--- src/pcr_map.svh ---
`ifndef PCR_MAP_SVH
`define PCR_MAP_SVH

// Command codes
`define PCR_CMD_PAGE 8'h00
`define PCR_CMD_OPER 8'h01
`define PCR_CMD_ONOFF 8'h02
`define PCR_CMD_CLEAR 8'h03
`define PCR_CMD_WPROT 8'h10
`define PCR_CMD_STORE 8'h15
`define PCR_CMD_STATUS 8'h78

// Field positions
`define PCR_PAGE_ALL 7
`define PCR_PAGE_SEL 0
`define PCR_OP_ON 7
`define PCR_OP_MRG_HI 5
`define PCR_OP_MRG_LO 2
`define PCR_CFG_PU 4
`define PCR_CFG_CMD 3
`define PCR_CFG_CPR 2
`define PCR_CFG_POL 1
`define PCR_WP_B7 7
`define PCR_WP_B6 6
`define PCR_WP_B5 5
`define PCR_STS_CML 1
`define PCR_STS_FAULT 4

// Writable bit masks
`define PCR_PAGE_WMASK 8'h81
`define PCR_OP_WMASK 8'hBC
`define PCR_CFG_WMASK 8'h1E
`define PCR_WP_WMASK 8'hE0

// Reset values
`define PCR_PAGE_RST 8'h00
`define PCR_OP_RST 8'h00
`define PCR_CFG_RST 8'h16
`define PCR_WP_RST 8'h00

// Margin codes
`define PCR_MRG_LO_IGN 4'h5
`define PCR_MRG_LO_ACT 4'h6
`define PCR_MRG_HI_IGN 4'h9
`define PCR_MRG_HI_ACT 4'hA

// Output target selects
`define PCR_VSEL_NOM 2'h0
`define PCR_VSEL_LOW 2'h1
`define PCR_VSEL_HIGH 2'h2

`endif

--- src/pcr_pkg.sv ---
package pcr_pkg;

    typedef logic [15:0] pcr_dly_t;

    typedef enum logic [1:0] {
        PCR_OFF = 2'h0,
        PCR_RUN = 2'h1,
        PCR_STOP = 2'h3
    } pcr_run_t;

    typedef struct packed {
        pcr_run_t st;
        pcr_dly_t cnt;
        logic latched;
        logic [1:0] vsel;
        logic act_flt;
    } pcr_chan_state_t;

    typedef struct packed {
        logic [1:0] pin_s1;
        logic [1:0] pin_s2;
        logic init;
        logic [7:0] page;
        logic [1:0][7:0] op;
        logic [1:0][7:0] cfg;
        logic [1:0] pol;
        logic [7:0] wp;
        logic [1:0][7:0] sts;
        logic alert;
        logic [7:0] rdata;
        logic done;
        logic nack;
        logic ext_wr;
        logic store;
    } pcr_regs_t;

endpackage

--- src/pcr_chan_if.sv ---
`timescale 1ns/10ps

interface pcr_chan_if;
    logic [7:0] op;
    logic [7:0] cfg;
    logic pol;
    logic pin;
    logic power_ok;
    logic fault;
    logic fault_shutdown;
    pcr_pkg::pcr_dly_t off_delay;
    logic run;
    logic [1:0] vsel;
    logic act_flt;

    modport ctl (
        output op, cfg, pol, pin, power_ok, fault, fault_shutdown,
        output off_delay,
        input run, vsel, act_flt
    );
    modport chan (
        input op, cfg, pol, pin, power_ok, fault, fault_shutdown,
        input off_delay,
        output run, vsel, act_flt
    );
endinterface

--- src/pcr_chan.sv ---
`timescale 1ns/10ps
`include "pcr_map.svh"

module pcr_chan
    import pcr_pkg::*;
(
    input wire logic clk,
    input wire logic rst,
    pcr_chan_if.chan cb
);
    pcr_chan_state_t s_q;
    pcr_chan_state_t s_d;
    logic pin_on;
    logic want;
    logic [3:0] mrg;

    always_comb begin
        s_d = s_q;
        pin_on = cb.pol ? cb.pin : ~cb.pin;
        // Start gating from pin and command
        want = cb.power_ok
            & (~cb.cfg[`PCR_CFG_PU]
            | ((~cb.cfg[`PCR_CFG_CMD] | cb.op[`PCR_OP_ON])
            & (~cb.cfg[`PCR_CFG_CPR] | pin_on)));
        // Latch released only by removing the enable
        s_d.latched = cb.fault_shutdown | (s_q.latched & want);
        unique case (s_q.st)
            PCR_OFF: begin
                if (want && !s_q.latched && !cb.fault) begin
                    s_d.st = PCR_RUN;
                end
            end
            PCR_RUN: begin
                if (cb.fault_shutdown) begin
                    s_d.st = PCR_OFF;
                end else if (!want) begin
                    s_d.cnt = cb.off_delay;
                    s_d.st = (cb.off_delay == '0) ? PCR_OFF : PCR_STOP;
                end
            end
            PCR_STOP: begin
                if (cb.fault_shutdown) begin
                    s_d.st = PCR_OFF;
                end else if (want) begin
                    s_d.st = PCR_RUN;
                end else if (s_q.cnt <= 16'h0001) begin
                    s_d.st = PCR_OFF;
                end else begin
                    s_d.cnt = s_q.cnt - 16'h0001;
                end
            end
            default: s_d.st = PCR_OFF;
        endcase
        mrg = cb.op[`PCR_OP_MRG_HI:`PCR_OP_MRG_LO];
        s_d.act_flt = (mrg == `PCR_MRG_LO_ACT) || (mrg == `PCR_MRG_HI_ACT);
        if (mrg == `PCR_MRG_LO_IGN || mrg == `PCR_MRG_LO_ACT) begin
            s_d.vsel = `PCR_VSEL_LOW;
        end else if (mrg == `PCR_MRG_HI_IGN || mrg == `PCR_MRG_HI_ACT) begin
            s_d.vsel = `PCR_VSEL_HIGH;
        end else begin
            s_d.vsel = `PCR_VSEL_NOM;
        end
    end

    always_ff @(posedge clk) begin
        if (rst) begin
            s_q <= '{st: PCR_OFF, cnt: '0, latched: 1'b0,
                vsel: `PCR_VSEL_NOM, act_flt: 1'b0};
        end else begin
            s_q <= s_d;
        end
    end

    // Both gate drivers low only when off; held on through the delayed stop
    assign cb.run = (s_q.st != PCR_OFF);
    assign cb.vsel = s_q.vsel;
    assign cb.act_flt = s_q.act_flt;
endmodule // pcr_chan

--- src/pcr_top.sv ---
`timescale 1ns/10ps
`include "pcr_map.svh"

// Summary of operation
// - Page bits pick first, second or both
// - Page-all without select is discarded
// - Both-channel reads return first channel
// - Read-only bits ignore written data
// - Operation held per channel until changed
// - On bit gates switching, drivers low
// - Margin field decodes off, low, high
// - Margin selects stored low/high setpoint
// - Power-up gating selects pin/command start
// - Command enable honours operation on bit
// - Pin enable requires asserted pin
// - Polarity takes effect only after restore
// - Pin off action fixed: delayed off
// - Clear faults clears status, drops alert
// - Clear faults never restarts latched channel
// - Persisting fault re-sets bit and alerts
// - Reads always allowed
// - Bit5 allows protect, page, operation, config
// - Bit6 allows protect, page, operation
// - Bit7 allows only protect writes
// - Several protect bits: refuse, alert, cml
// - Page bit 7 all, bit 0 select
// - Store-all requests nonvolatile copy
module pcr_top
    import pcr_pkg::*;
(
    input wire logic clk,
    input wire logic rst,
    input wire logic cmd_valid,
    input wire logic cmd_write,
    input wire logic [7:0] cmd_code,
    input wire logic [7:0] cmd_wdata,
    output logic [7:0] cmd_rdata,
    output logic cmd_done,
    output logic cmd_nack,
    output logic ext_wr,
    output logic nvm_store,
    input wire logic [1:0][7:0] nvm_cfg_image,
    input wire logic [1:0] channel_enable_pin,
    input wire logic power_ok,
    input wire logic [1:0] fault_active,
    input wire logic [1:0] fault_shutdown,
    input wire pcr_dly_t off_delay,
    output logic [1:0] gate_enable,
    output logic [1:0][1:0] vout_sel,
    output logic [1:0] margin_act_fault,
    output logic alert
);
    pcr_regs_t r_q;
    pcr_regs_t r_d;
    logic wp_allow;
    logic wp_multi;
    logic [1:0] tgt;
    logic rd_idx;
    logic [1:0][7:0] sts_set;
    logic [1:0] run;
    logic [1:0][1:0] vsel;
    logic [1:0] act_flt;
    logic wr;
    logic rd;

    pcr_chan_if chan_bus[2] ();

    // Merge writable bits only
    function automatic logic [7:0] merge(
        input logic [7:0] old,
        input logic [7:0] nw,
        input logic [7:0] mask
    );
        merge = (old & ~mask) | (nw & mask);
    endfunction

    pcr_wp u_wp (
        .wp(r_q.wp),
        .code(cmd_code),
        .wdata(cmd_wdata),
        .allow(wp_allow),
        .multi(wp_multi)
    );

    genvar g;
    generate
        for (g = 0; g < 2; g++) begin : g_chan
            assign chan_bus[g].op = r_q.op[g];
            assign chan_bus[g].cfg = r_q.cfg[g];
            assign chan_bus[g].pol = r_q.pol[g];
            assign chan_bus[g].pin = r_q.pin_s2[g];
            assign chan_bus[g].power_ok = power_ok;
            assign chan_bus[g].fault = fault_active[g];
            assign chan_bus[g].fault_shutdown = fault_shutdown[g];
            assign chan_bus[g].off_delay = off_delay;
            assign run[g] = chan_bus[g].run;
            assign vsel[g] = chan_bus[g].vsel;
            assign act_flt[g] = chan_bus[g].act_flt;

            pcr_chan u_chan (
                .clk(clk),
                .rst(rst),
                .cb(chan_bus[g])
            );
        end
    endgenerate

    always_comb begin
        r_d = r_q;
        wr = cmd_valid & cmd_write;
        rd = cmd_valid & ~cmd_write;

        // Pin synchroniser
        r_d.pin_s1 = channel_enable_pin;
        r_d.pin_s2 = r_q.pin_s1;

        // Page targeting
        if (r_q.page[`PCR_PAGE_ALL]) begin
            tgt = 2'h3;
        end else if (r_q.page[`PCR_PAGE_SEL]) begin
            tgt = 2'h2;
        end else begin
            tgt = 2'h1;
        end
        rd_idx = r_q.page[`PCR_PAGE_SEL]
            & ~r_q.page[`PCR_PAGE_ALL];

        // One-cycle strobes default low
        r_d.done = 1'b0;
        r_d.nack = 1'b0;
        r_d.ext_wr = 1'b0;
        r_d.store = 1'b0;

        // Defaults from nonvolatile image after reset
        r_d.init = 1'b0;
        if (r_q.init) begin
            for (int i = 0; i < 2; i++) begin
                r_d.cfg[i] = merge(`PCR_CFG_RST, nvm_cfg_image[i],
                    `PCR_CFG_WMASK);
                r_d.pol[i] = nvm_cfg_image[i][`PCR_CFG_POL];
            end
        end

        // Fault status, set wins over clear
        for (int i = 0; i < 2; i++) begin
            sts_set[i] = 8'h00;
            sts_set[i][`PCR_STS_FAULT] = fault_active[i];
            sts_set[i][`PCR_STS_CML] = wr & wp_multi;
        end

        if (rd) begin
            r_d.done = 1'b1;
            unique case (cmd_code)
                `PCR_CMD_PAGE: r_d.rdata = r_q.page & `PCR_PAGE_WMASK;
                `PCR_CMD_OPER: r_d.rdata = r_q.op[rd_idx] & `PCR_OP_WMASK;
                `PCR_CMD_ONOFF: r_d.rdata = r_q.cfg[rd_idx] & `PCR_CFG_WMASK;
                `PCR_CMD_WPROT: r_d.rdata = r_q.wp & `PCR_WP_WMASK;
                `PCR_CMD_STATUS: r_d.rdata = r_q.sts[rd_idx];
                default: r_d.rdata = 8'h00;
            endcase
        end

        if (wr) begin
            r_d.done = 1'b1;
            if (!wp_allow || wp_multi) begin
                r_d.nack = 1'b1;
            end else begin
                unique case (cmd_code)
                    `PCR_CMD_PAGE: begin
                        if (!(cmd_wdata[`PCR_PAGE_ALL]
                            && !cmd_wdata[`PCR_PAGE_SEL])) begin
                            r_d.page = merge(r_q.page, cmd_wdata,
                                `PCR_PAGE_WMASK);
                        end
                    end
                    `PCR_CMD_OPER: begin
                        for (int i = 0; i < 2; i++) begin
                            if (tgt[i]) begin
                                r_d.op[i] = merge(r_q.op[i], cmd_wdata,
                                    `PCR_OP_WMASK);
                            end
                        end
                    end
                    `PCR_CMD_ONOFF: begin
                        for (int i = 0; i < 2; i++) begin
                            if (tgt[i]) begin
                                // Polarity in use is not touched here
                                r_d.cfg[i] = merge(r_q.cfg[i], cmd_wdata,
                                    `PCR_CFG_WMASK);
                            end
                        end
                    end
                    `PCR_CMD_CLEAR: begin
                        for (int i = 0; i < 2; i++) begin
                            if (tgt[i]) begin
                                r_d.sts[i] = 8'h00;
                            end
                        end
                    end
                    `PCR_CMD_WPROT: begin
                        r_d.wp = merge(r_q.wp, cmd_wdata,
                            `PCR_WP_WMASK);
                    end
                    `PCR_CMD_STORE: begin
                        r_d.store = 1'b1;
                    end
                    `PCR_CMD_STATUS: begin
                        r_d.nack = 1'b1;
                    end
                    default: begin
                        r_d.ext_wr = 1'b1;
                    end
                endcase
            end
        end

        // Set bits re-applied after any clear
        for (int i = 0; i < 2; i++) begin
            r_d.sts[i] = r_d.sts[i] | sts_set[i];
        end

        // Alert drops on clear, rises on any new status bit
        if (wr && wp_allow && !wp_multi
            && cmd_code == `PCR_CMD_CLEAR) begin
            r_d.alert = |((sts_set[0] & {8{tgt[0]}})
                | (sts_set[1] & {8{tgt[1]}})
                | (r_d.sts[0] & ~{8{tgt[0]}})
                | (r_d.sts[1] & ~{8{tgt[1]}}));
        end else begin
            r_d.alert = r_q.alert
                | (|(r_d.sts[0] & ~r_q.sts[0]))
                | (|(r_d.sts[1] & ~r_q.sts[1]));
        end
    end

    always_ff @(posedge clk) begin
        if (rst) begin
            r_q.pin_s1 <= 2'h0;
            r_q.pin_s2 <= 2'h0;
            r_q.init <= 1'b1;
            r_q.page <= `PCR_PAGE_RST;
            r_q.op <= {2{`PCR_OP_RST}};
            r_q.cfg <= {2{`PCR_CFG_RST}};
            r_q.pol <= 2'h3;
            r_q.wp <= `PCR_WP_RST;
            r_q.sts <= {2{8'h00}};
            r_q.alert <= 1'b0;
            r_q.rdata <= 8'h00;
            r_q.done <= 1'b0;
            r_q.nack <= 1'b0;
            r_q.ext_wr <= 1'b0;
            r_q.store <= 1'b0;
        end else begin
            r_q <= r_d;
        end
    end

    assign cmd_rdata = r_q.rdata;
    assign cmd_done = r_q.done;
    assign cmd_nack = r_q.nack;
    assign ext_wr = r_q.ext_wr;
    assign nvm_store = r_q.store;
    assign alert = r_q.alert;
    assign gate_enable = run;
    assign vout_sel = vsel;
    assign margin_act_fault = act_flt;
endmodule // pcr_top

--- src/pcr_wp.sv ---
`timescale 1ns/10ps
`include "pcr_map.svh"

module pcr_wp (
    input wire logic [7:0] wp,
    input wire logic [7:0] code,
    input wire logic [7:0] wdata,
    output logic allow,
    output logic multi
);
    logic [1:0] cnt;

    always_comb begin
        cnt = 2'(wdata[`PCR_WP_B7]) + 2'(wdata[`PCR_WP_B6])
            + 2'(wdata[`PCR_WP_B5]);
        multi = (code == `PCR_CMD_WPROT) && (cnt > 2'h1);
        if (code == `PCR_CMD_WPROT) begin
            allow = 1'b1;
        end else if (wp[`PCR_WP_B7]) begin
            allow = 1'b0;
        end else if (wp[`PCR_WP_B6]) begin
            allow = (code == `PCR_CMD_PAGE)
                || (code == `PCR_CMD_OPER);
        end else if (wp[`PCR_WP_B5]) begin
            allow = (code == `PCR_CMD_PAGE) || (code == `PCR_CMD_OPER)
                || (code == `PCR_CMD_ONOFF);
        end else begin
            allow = 1'b1;
        end
    end
endmodule // pcr_wp

--- config.mk ---
export PLATFORM = sky130hd
export DESIGN_NAME = pcr_top
export DESIGN_NICKNAME = d
export VERILOG_FILES = /design/src/pcr_pkg.sv /design/src/pcr_chan_if.sv /design/src/pcr_chan.sv /design/src/pcr_top.sv /design/src/pcr_wp.sv
export VERILOG_INCLUDE_DIRS = /design/src
export SDC_FILE = /design/constraint.sdc
export NUM_CORES = 1
export LEC_CHECK = 0
export BUFFER_PORTS_ARGS = -buffer_cell sky130_fd_sc_hd__buf_2
export CORE_MARGIN = 3
export CORE_UTILIZATION = 40
export DETAILED_ROUTE_END_ITERATION = 7
export HOLD_SLACK_MARGIN = 0.12
export SLEW_MARGIN = 20
export SYNTH_ARGS = -nofsm -noshare
export SYNTH_HDL_FRONTEND = slang
export SYNTH_HIERARCHICAL = 1
export SYNTH_SLANG_ARGS = --single-unit
--- constraint.sdc ---
create_clock -name clk -period 2.1 [get_ports clk]
set_input_delay 0.105 -clock clk [delete_from_list [all_inputs] [get_ports clk]]
set_output_delay 0.105 -clock clk [all_outputs]
set_load 0.02 [all_outputs]
==> results.md, run 1 <==
* Max_cap viols at 0
* Min Tclk post-route at 2.05 ns
* Worst Path Max Fanout at 6
* First-pass GRT wire length at between 20000 and 30000 microns
* Vias at 5424
* Worst rel slew slack at roughly two thirds
* Port Buf Inserts at between 70 and 80
* Number of global-route vias before repair at ~5200
* Total Wirelength at about 16000 microns
* Worst EP required at about 2.4 ns
* Setup TNS at 0 ns
* Hold WS at 0.142 ns
* ANT nets after route at 0
* Yosys warns at 6
* Post-Syn Instances at slightly below 700
* Fin. max-slew vios at 0
* Static Leak at around 2.8 nW
* Critical Path End: g_chan[1].u_chan/s_q[4]
* FF-to-FF path depth at 6
* Post-route DRC at 0
* Path type of the worst setup path: reg -> reg
* Worst slew pin tran at approximately 0.48 ns
* Pwr dens at 646 nW/um^2
* R2R Setup Slk at ~0.046 ns
* Tcrit/Tclk final at a little over nine tenths
* Worst setup margin at around 0.046 ns
* Antenna diodes at 0
* Slowest cell delay on critical path at ~0.46 ns
* Max VDD drop at a little under 0.7 mV
* Iter 0 DRT Violations at around 440
* Die Y at between 100 and 150 microns
* Worst Hold Class: in -> reg
* Gr usage total at about a fifth
* First-pass iteration count of the detailed router at 5
* # IOs at 80
* Initial Util at 41.2%
* Area Growth Syn to Fin at 24.1%
* Status: complete, no violations
* Crit path cell chain: inv_2, ha_4, o2111a_1, a311o_2, or3_1, a31oi_1
* Die area at 15200 sq um
* Htree depth at 3
* Initial antenna violation count at 0
* Worst R2R End: g_chan[1].u_chan/s_q[4]
* RSZ-0062 raised after global routing: no
* Total core area at approximately 13000 sq um
* Synth Net Count at between 700 and 800
* Final setup skew at 0.00520 ns
* Clock tree buffer depth at 2
* Die width at 123 microns
* Worst path buffer plus inverter count at 1
* Crit path depth at 6
* Pre-CTS WS at -0.0671 ns
* Clock tree sinks at roughly 100
* CP startpoint: g_chan[1].u_chan/s_q[4]
* Avg WL per Cell at roughly 16 microns
* Largest net degree at the start of global routing at 60
* CTS tree: built
* Nets at between 800 and 900
* Mapped cell area at around 5500 sq um
* HPWL Detailed at 11400 microns
* Congestion Overflow GR at 0
* Clock latency on the worst-skew pair at between 0.3 and 0.4 ns
* Fmax at 487 MHz
* Routability cong. at 0.893
* Slowest CP cell: a311o_2
* Critical Path End Type: flip-flop
* CP top delay family: compound AO/OA/AOI/OAI gates
* Final non-filler cell total at between 900 and 1000
* Via density at roughly 5.7
* Rows at 42
* CTS buffer count at 9
* Clock Tree Root: clkbuf_16
* Cells after DPL at ~920
* CP startpoint kind: flip-flop
* Finished Core Util at 51.2%
* Share of cells above drive strength 1 at around a quarter
* Final Hold Vio Count at 0
* Reg2reg start: g_chan[1].u_chan/s_q[4]
* Avg Cell Area, Syn at 8.12 sq um
* Final setup viols at 0
* Clock input transition at the sequential cells of the worst setup and hold paths at around 0.070 ns
* Critical path data arrival time at about 2.3 ns
## metal layers
layer / wire (microns) / global-route usage (%)
met2: 7710 / 36.2
met1: 6720 / 25.1
met4: 423 / 7.82
met5: 0 / 0
met3: 762 / 5.22
## worst register-to-register path: cells and delay by family, from the launching register on
kind                       cells  cell delay [ns]
buffers and inverters          1             0.07
DFF                            1             0.43
AOI/OAI and AO/OA              3             0.93
adders and majority gates      1             0.18
and+or+nand+nor                1             0.37
## worst min path at each step
stage                              to  cells after the start                  start  slack (ns)
floorplan                     r_q[79]                      0                    rst        0.13
global placement              r_d[81]                      2  channel_enable_pin[1]        0.32
detailed placement            r_d[81]                      2  channel_enable_pin[1]        0.32
CTS                 chan_bus[0].op[5]                      4           cmd_wdata[5]        0.13
global route        chan_bus[0].op[5]                      4           cmd_wdata[5]        0.14
finish              chan_bus[0].op[5]                      4           cmd_wdata[5]        0.14
## report_power, final
part,internal (mW),switching [mW]
Clock,0.832,0.810
Combinational,0.325,0.387
Sequential,2.01,0.0498
## per-stage QoR
stage / area (sq um) / total power, mW
2_1_floorplan: 5500 / 2.48
3_3_place_gp: 6190 / 2.73
3_5_place_dp: 6190 / 2.75
4_1_cts: 6730 / 4.44
5_1_grt: 6830 / 4.62
6_report: 6830 / 4.41
## placed cells by master (no fill, tap or decap), drive strengths merged, types with 3 or more instances in the layout
cell / instances
nor3: 17
buf: 121
o21ai: 44
a211oi: 11
nand2b: 9
nand2: 101
inv: 16
a22o: 7
ha: 5
nor2b: 11
a21oi: 54
o31ai: 9
or3b: 3
nand4: 4
nand3: 8
nor3b: 6
mux2i: 24
or3: 4
and2: 14
xnor2: 4
a311oi: 3
or4: 8
o41ai: 8
mux2: 8
a32o: 4
dfxtp: 103
clkbuf: 9
dlygate4sd3: 24
nor4: 29
a31oi: 6
nor2: 67
a221oi: 6
## cell type report
class,count,area (sq um)
fillers,1283,6520
well taps,176,220
inverters,12,45.0
flip-flops and latches,103,2070
multi-input cells,507,3180
clock inverters,7,62.6
repair buffers,145,1030
clock buffers,9,225
## state kept, by name (all words and copies together) (netlist names)
| signal | cells |
|---|---|
| alert | 1 |
| chan_bus.cfg | 8 |
| chan_bus.op | 10 |
| chan_bus.pin | 2 |
| chan_bus.pol | 2 |
| cmd_done | 1 |
| cmd_nack | 1 |
| cmd_rdata | 8 |
| ext_wr | 1 |
| g_chan.u_chan/cb.act_flt | 2 |
| g_chan.u_chan/cb.vsel | 4 |
| g_chan.u_chan/s_q | 38 |
| nvm_store | 1 |
| r_d | 2 |
| r_q | 22 |
## timing repair
action	CTS	global route
endpoints found under the hold margin	36	0
hold buffers	24	0
buffers inserted	0	2
resized for setup	2	24
endpoints found under the setup margin	5	48
pin swaps	1	5
No activity file was read; power rests on OpenSTA's default activity.
==> run 2: changes to the inputs <==
- CORE_UTILIZATION: 40 -> 52
- PLACE_DENSITY: unset -> 0.76
==> run 2 against run 1 <==
Routed wire length decreased by 1.0%. Final area decreased by 1.1%. Sequential cell count unchanged. Die area decreased by 22%. Count of clock-buffer cells in the layout increased by 1. Global-route usage increased by 5.2 points. Register-to-register slack got worse by 0.03 ns. Critical path depth increased by 4. Critical path type unchanged. Largest power group unchanged.
==> results.md, run 2 (synthesis results as in run 1) <==
* Post-route DRC at 0
* Gr usage total at 26.1%
* Largest net degree at the start of global routing at 48
* R2R Setup Slk at about 0.018 ns
* Worst setup margin at ~0.018 ns
* Total core area at 10000 sq um
* Antenna diodes at 0
* Clock tree buffer depth at 2
* Static Leak at about 2.7 nW
* Commonest non-fill, non-tap cell in the layout: nand2_1
* Die area at approximately 12000 sq um
* Congestion Overflow GR at 0
* Initial antenna violation count at 0
* Iter 0 DRT Violations at approximately 540
* Htree depth at 3
* Final setup viols at 0
* HPWL Detailed at between 10000 and 15000 microns
* Worst Path Max Fanout at 5
* # IOs at 80
* Final Hold Vio Count at 0
* Fillers at approximately 850
* Critical Path End: chan_bus[1].op[5]
* Worst R2R End: chan_bus[1].op[5]
* Nets at about 850
* Die Y at around 110 microns
* Clock latency on the worst-skew pair at 0.38 ns
* Port Buf Inserts at 71
* Storage element area at slightly above 2000 sq um
* Crit path cell chain: a21oi_2, nor2b_1, o31ai_2, and4b_4, nand3_4, buf_6, nor3_2, buf_4, mux2i_1, nor2_1
* Biggest regs: g_chan.u_chan/s_q x38, r_q x22, chan_bus.op x10
* Clock tree sinks at slightly above 100
* Clock input transition at the sequential cells of the worst setup and hold paths at around 0.1 ns
* Design area at roughly 6800 sq um
* Vias at between 5000 and 6000
* Max reg flops at 38
* First-pass GRT wire length at roughly 24000 microns
* Area of the multi-input gates at around 3200 sq um
* Final setup skew at approximately 0.011 ns
* Via density at just under 6
* Final non-filler cell total at slightly above 900
* FF-to-FF path depth at 10
* Worst rel slew slack at 61.5%
* Status: complete, no violations
* Max VDD drop at between 0.5 and 0.6 mV
* Pre-CTS WS at -0.123 ns
* Commonest non-fill, non-tap cells in the layout: 101 x nand2_1, 99 x dfxtp_1, 71 x buf_2
* Min Tclk post-route at about 2.1 ns
* Pwr dens at between 600 and 700 nW/um^2
* Worst Hold Class: in -> reg
* Fmax at roughly 480 MHz
* Tcrit/Tclk final at slightly below 100%
* Reg2reg start: r_q[34]
* Path type of the worst setup path: reg -> reg
* CTS buffer count at 9
* RSZ-0062 raised after global routing: yes
* CP startpoint kind: flip-flop
* Critical Path End Type: flip-flop
* Area Growth Syn to Fin at 22.8%
* Cells after DPL at slightly below 900
* Slowest cell delay on critical path at approximately 0.37 ns
* Critical path data arrival time at between 2 and 2.5 ns
* Fin. max-slew vios at 0
* Avg WL per Cell at ~17 microns
* CP startpoint: r_q[34]
* Power, Total at between 4 and 5 mW
* Slowest CP cell: dfxtp_4
* Number of global-route vias before repair at 5152
* Share of cells above drive strength 1 at approximately 24%
* Routability cong. at between 0.8 and 0.9
* ANT nets after route at 0
* Initial Util at about 55%
* Die width at 109 microns
* CTS tree: built
* Worst slew pin tran at between 0.5 and 0.6 ns
* First-pass iteration count of the detailed router at 5
* Most flop-heavy register: g_chan.u_chan/s_q
* Clock Tree Root: clkbuf_8
* Rows at 36
* Worst EP required at about 2.4 ns
* Total Wirelength at between 15000 and 20000 microns
* Placed Area at 6090 sq um
* Max_cap viols at 0
-- run 2: changes by cell type in the layout (fill, tap and decap cells not counted), sizes merged --
cell	change
dlygate4sd3	+9
buf	-2
bufinv	+1
clkbuf	+1
clkinv	-1
clkinvlp	-1
-- run 2: metal layers --
metal | vias up | part of all wire, % | GRT usage (%)
li1 | 2656 | - | -
met1 | 2596 | 41 | 29.4
met2 | 193 | 50 | 46.9
met3 | 43 | 5.3 | 6.51
met4 | 0 | 3.0 | 10.7
met5 | - | 0 | 0
-- run 2: critical path: cells and delay by family, from the launching register on --
family | cells | cell delay (ns)
AO/OA/AOI/OAI | 2 | 0.42
AND/OR/NAND/NOR | 5 | 0.63
buffers and inverters | 2 | 0.33
multiplexers | 1 | 0.22
flip-flops | 1 | 0.37
-- run 2: worst min-delay path by stage --
stage / cells past startpoint / from / slack, ns / end
6_report: 5 / off_delay[3] / 0.14 / g_chan[0].u_chan/s_q[7]
5_1_grt: 5 / off_delay[7] / 0.13 / g_chan[1].u_chan/s_q[11]
4_1_cts: 5 / off_delay[3] / 0.12 / g_chan[0].u_chan/s_q[7]
3_5_place_dp: 2 / channel_enable_pin[1] / 0.32 / r_d[81]
3_3_place_gp: 2 / channel_enable_pin[1] / 0.32 / r_d[81]
2_1_floorplan: 0 / rst / 0.13 / r_q[79]
-- run 2: report_power, final --
group | total (mW) | internal, mW | leakage (nW) | switching, mW
combinational | 0.709 | 0.323 | 1.80 | 0.386
clock | 1.34 | 0.601 | 0.104 | 0.735
sequential | 2.06 | 2.01 | 0.840 | 0.0497
-- run 2: final cells by class --
cell class,count,area share (%)
Multi-Input combinational cell,507,47.3
Clock buffer,10,2.04
Clock inverter,6,1.07
Sequential cell,103,30.7
Inverter,12,0.667
Timing Repair Buffer,152,15.8
Tap cell,133,2.46
-- run 2: repair_timing --
item / in CTS / in global routing
hold endpoints to repair: 46 / 0
setup buffers: 1 / 0
resized for setup: 8 / 22
pin swaps: 2 / 8
hold buffers: 33 / 0
setup endpoints to repair: 19 / 55
-- run 2: stage by stage --
stage               hold WS (ns)  utilization, %  setup TNS, ns
floorplan                  0.133               -              0
global placement           0.316            60.7        -0.0147
detailed placement         0.321            60.7         -0.917
CTS                        0.121            66.4              0
global route               0.133            67.2          -1.45
finish                     0.144            67.2              0
==> run 3: changes to the inputs <==
- CORE_UTILIZATION: 52 -> 50
- PLACE_DENSITY: 0.76 -> 0.74
==> run 3 against run 2 <==
Total power down 3.4%. Sequential power barely moved. Core utilization decreased by 3.0 points. Combinational power up 3.1%. Die area up 3.8%. Via count is 1.2% higher. Non-clock buffer count decreased by 1. Final area about the same. Count of clock-buffer cells in the layout increased by 1. Sequential cell count unchanged. Clock power down 13%. Clock skew decreased by 0.0010 ns. Highest routed layer unchanged.
==> results.md, run 3 (synthesis results as in run 1) <==
* Status: complete, no violations
* Hold-critical path endpoint: chan_bus[0].op[5]
* Gr usage total at 24.1%
* Placed Area at about 6100 sq um
* Finished Core Util at 64.2%
* ANT nets after route at 0
* Static Leak at 2.76 nW
* Crit path cell chain: inv_1, ha_4, or3b_2, buf_4, nor4_2, buf_4, a21oi_1, o21ai_0, a21oi_1
* Worst EP required at 2.34 ns
* Port Buf Inserts at ~70
* Antenna diodes at 0
* Commonest non-fill, non-tap cell in the layout: nand2_1
* Avg WL per Cell at about 17 microns
* Power, Total at between 3 and 4 mW
* Routability cong. at between 0.9 and 1
* Critical path data arrival time at about 2.3 ns
* Slowest CP cell: or3b_2
* Hold Path Stages at 4
* Fillers at 861
* Clock Tree Root: clkbuf_8
* R2R Setup Slk at about 0.035 ns
* Max VDD drop at between 0.5 and 0.6 mV
* Fin. max-slew vios at 0
* Reg2reg start: g_chan[1].u_chan/s_q[5]
* Setup TNS at 0 ns
* Critical Path End Type: flip-flop
* # IOs at 80
* DR top layer: met4
* First-pass GRT wire length at between 20000 and 25000 microns
* Die Y at 111 microns
* Largest net degree at the start of global routing at 48
* Min-delay src: cmd_wdata[5]
* Biggest regs: g_chan.u_chan/s_q x38, r_q x22, chan_bus.op x10
* Nets at 850
* Total Wirelength at ~16000 microns
* Fmax at around 480 MHz
* Clock tree buffer depth at 2
* Worst R2R End: g_chan[1].u_chan/s_q[18]
* Congestion Overflow GR at 0
* Routed length on met3 at between 1000 and 1500 microns
* Area of the multi-input gates at ~3200 sq um
* CTS tree: built
* First-pass iteration count of the detailed router at 7
* Initial antenna violation count at 0
* HPWL Detailed at about 11000 microns
* Worst slew pin tran at 0.632 ns
* Total core area at roughly 11000 sq um
* Storage element area at a little over 2000 sq um
* Met2 routed WL at roughly 8000 microns
* Path type of the worst setup path: reg -> reg
* Die width at approximately 110 microns
* Htree depth at 3
* Pwr dens at ~590 nW/um^2
* CP top delay family: simple AND/OR/NAND/NOR gates
* Clock input transition at the sequential cells of the worst setup and hold paths at 0.10 ns
* Initial Util at between 50 and 60%
* Number of global-route vias before repair at around 5300
* Min Tclk post-route at 2.06 ns
* FF-to-FF path depth at 9
* Worst path buffer plus inverter count at 3
* Iter 0 DRT Violations at roughly 450
* Final setup skew at around 0.010 ns
* Rows at 37
* CTS buffer count at 9
* Design area at 6750 sq um
* M1 wire length at about 6300 microns
* Clock latency on the worst-skew pair at around 0.37 ns
* Clock tree sinks at 103
* Most flop-heavy register: g_chan.u_chan/s_q
* Slowest cell delay on critical path at 0.47 ns
* Max reg flops at 38
* Commonest non-fill, non-tap cells in the layout: 101 x nand2_1, 98 x dfxtp_1, 71 x buf_2
* Max_cap viols at 0
* Share of cells above drive strength 1 at approximately a quarter
* Worst Path Max Fanout at 4
* Final setup viols at 0
* CP startpoint kind: flip-flop
* Worst rel slew slack at 57.8%
* Final Hold Vio Count at 0
* Die area at ~12000 sq um
* Post-route DRC at 0
* Area Growth Syn to Fin at 22.7%
* Worst Hold Class: in -> reg
* Via density at 5.99
* Tcrit/Tclk final at ~98%
* Vias at around 5600
==> run 3: changes by cell type in the layout (fill, tap and decap cells not counted), moves of 3 or more <==
cell,change
buf_4,+5
nor2_1,-3
dlygate4sd3_1,-6
nor2_2,+3
==> run 3: repair_timing <==
| item | CTS | global route |
|---|---|---|
| resized for setup | 2 | 32 |
| setup endpoints to repair | 8 | 57 |
| hold endpoints to repair | 40 | 0 |
| gates cloned | 0 | 2 |
| buffers inserted | 0 | 3 |
| pin swaps | 2 | 9 |
| hold buffers | 27 | 0 |
==> run 3: layout make-up <==
class                           instances  share of cell area (%)
Clock buffer                           11                    2.09
Clock inverter                          5                   0.593
Inverter                               12                   0.667
Multi-Input combinational cell        509                    47.8
Sequential cell                       103                    30.7
Tap cell                              136                    2.52
Timing Repair Buffer                  151                    15.6
==> run 3: how the worst max path moves through the flow <==
stage,startpoint,endpoint,depth (start not counted)
6_report,g_chan[1].u_chan/s_q[5],g_chan[1].u_chan/s_q[18],9
5_1_grt,g_chan[1].u_chan/s_q[5],g_chan[1].u_chan/s_q[18],9
4_1_cts,g_chan[1].u_chan/s_q[4],g_chan[1].u_chan/s_q[15],6
3_5_place_dp,cmd_code[7],chan_bus[1].cfg[1],9
3_3_place_gp,cmd_code[7],chan_bus[1].cfg[1],9
2_1_floorplan,r_q[34],chan_bus[1].cfg[1],9
==> run 3: routing by layer <==
metal / vias to the layer above / global-route usage [%]
met1: 2599 / 28.6
met3: 34 / 4.59
met2: 242 / 43.7
li1: 2678 / -
met4: 0 / 7.64
met5: - / 0
==> run 3: report_power, final <==
group / internal (mW) / switching, mW / leakage (nW) / total [mW]
logic: 0.329 / 0.402 / 1.82 / 0.731
registers: 2.01 / 0.0487 / 0.840 / 2.06
clock network: 0.476 / 0.697 / 0.0943 / 1.17
==> run 3: worst register-to-register path: cells and delay by family, from the launching register on <==
kind	cells	cell delay, ns
AOI/OAI and AO/OA	3	0.36
adders and majority gates	1	0.17
buffers and inverters	3	0.47
DFF	1	0.34
and+or+nand+nor	2	0.60
==> run 3: per-stage QoR <==
step	cells	hold slack, ns	worst slack, ns
after CTS	922	0.121	0.0104
after global placement	879	0.316	-0.0193
after detailed placement	879	0.323	-0.108
after floorplan	677	0.133	0.109
final	927	0.126	0.0350
after global routing	927	0.149	-0.0228
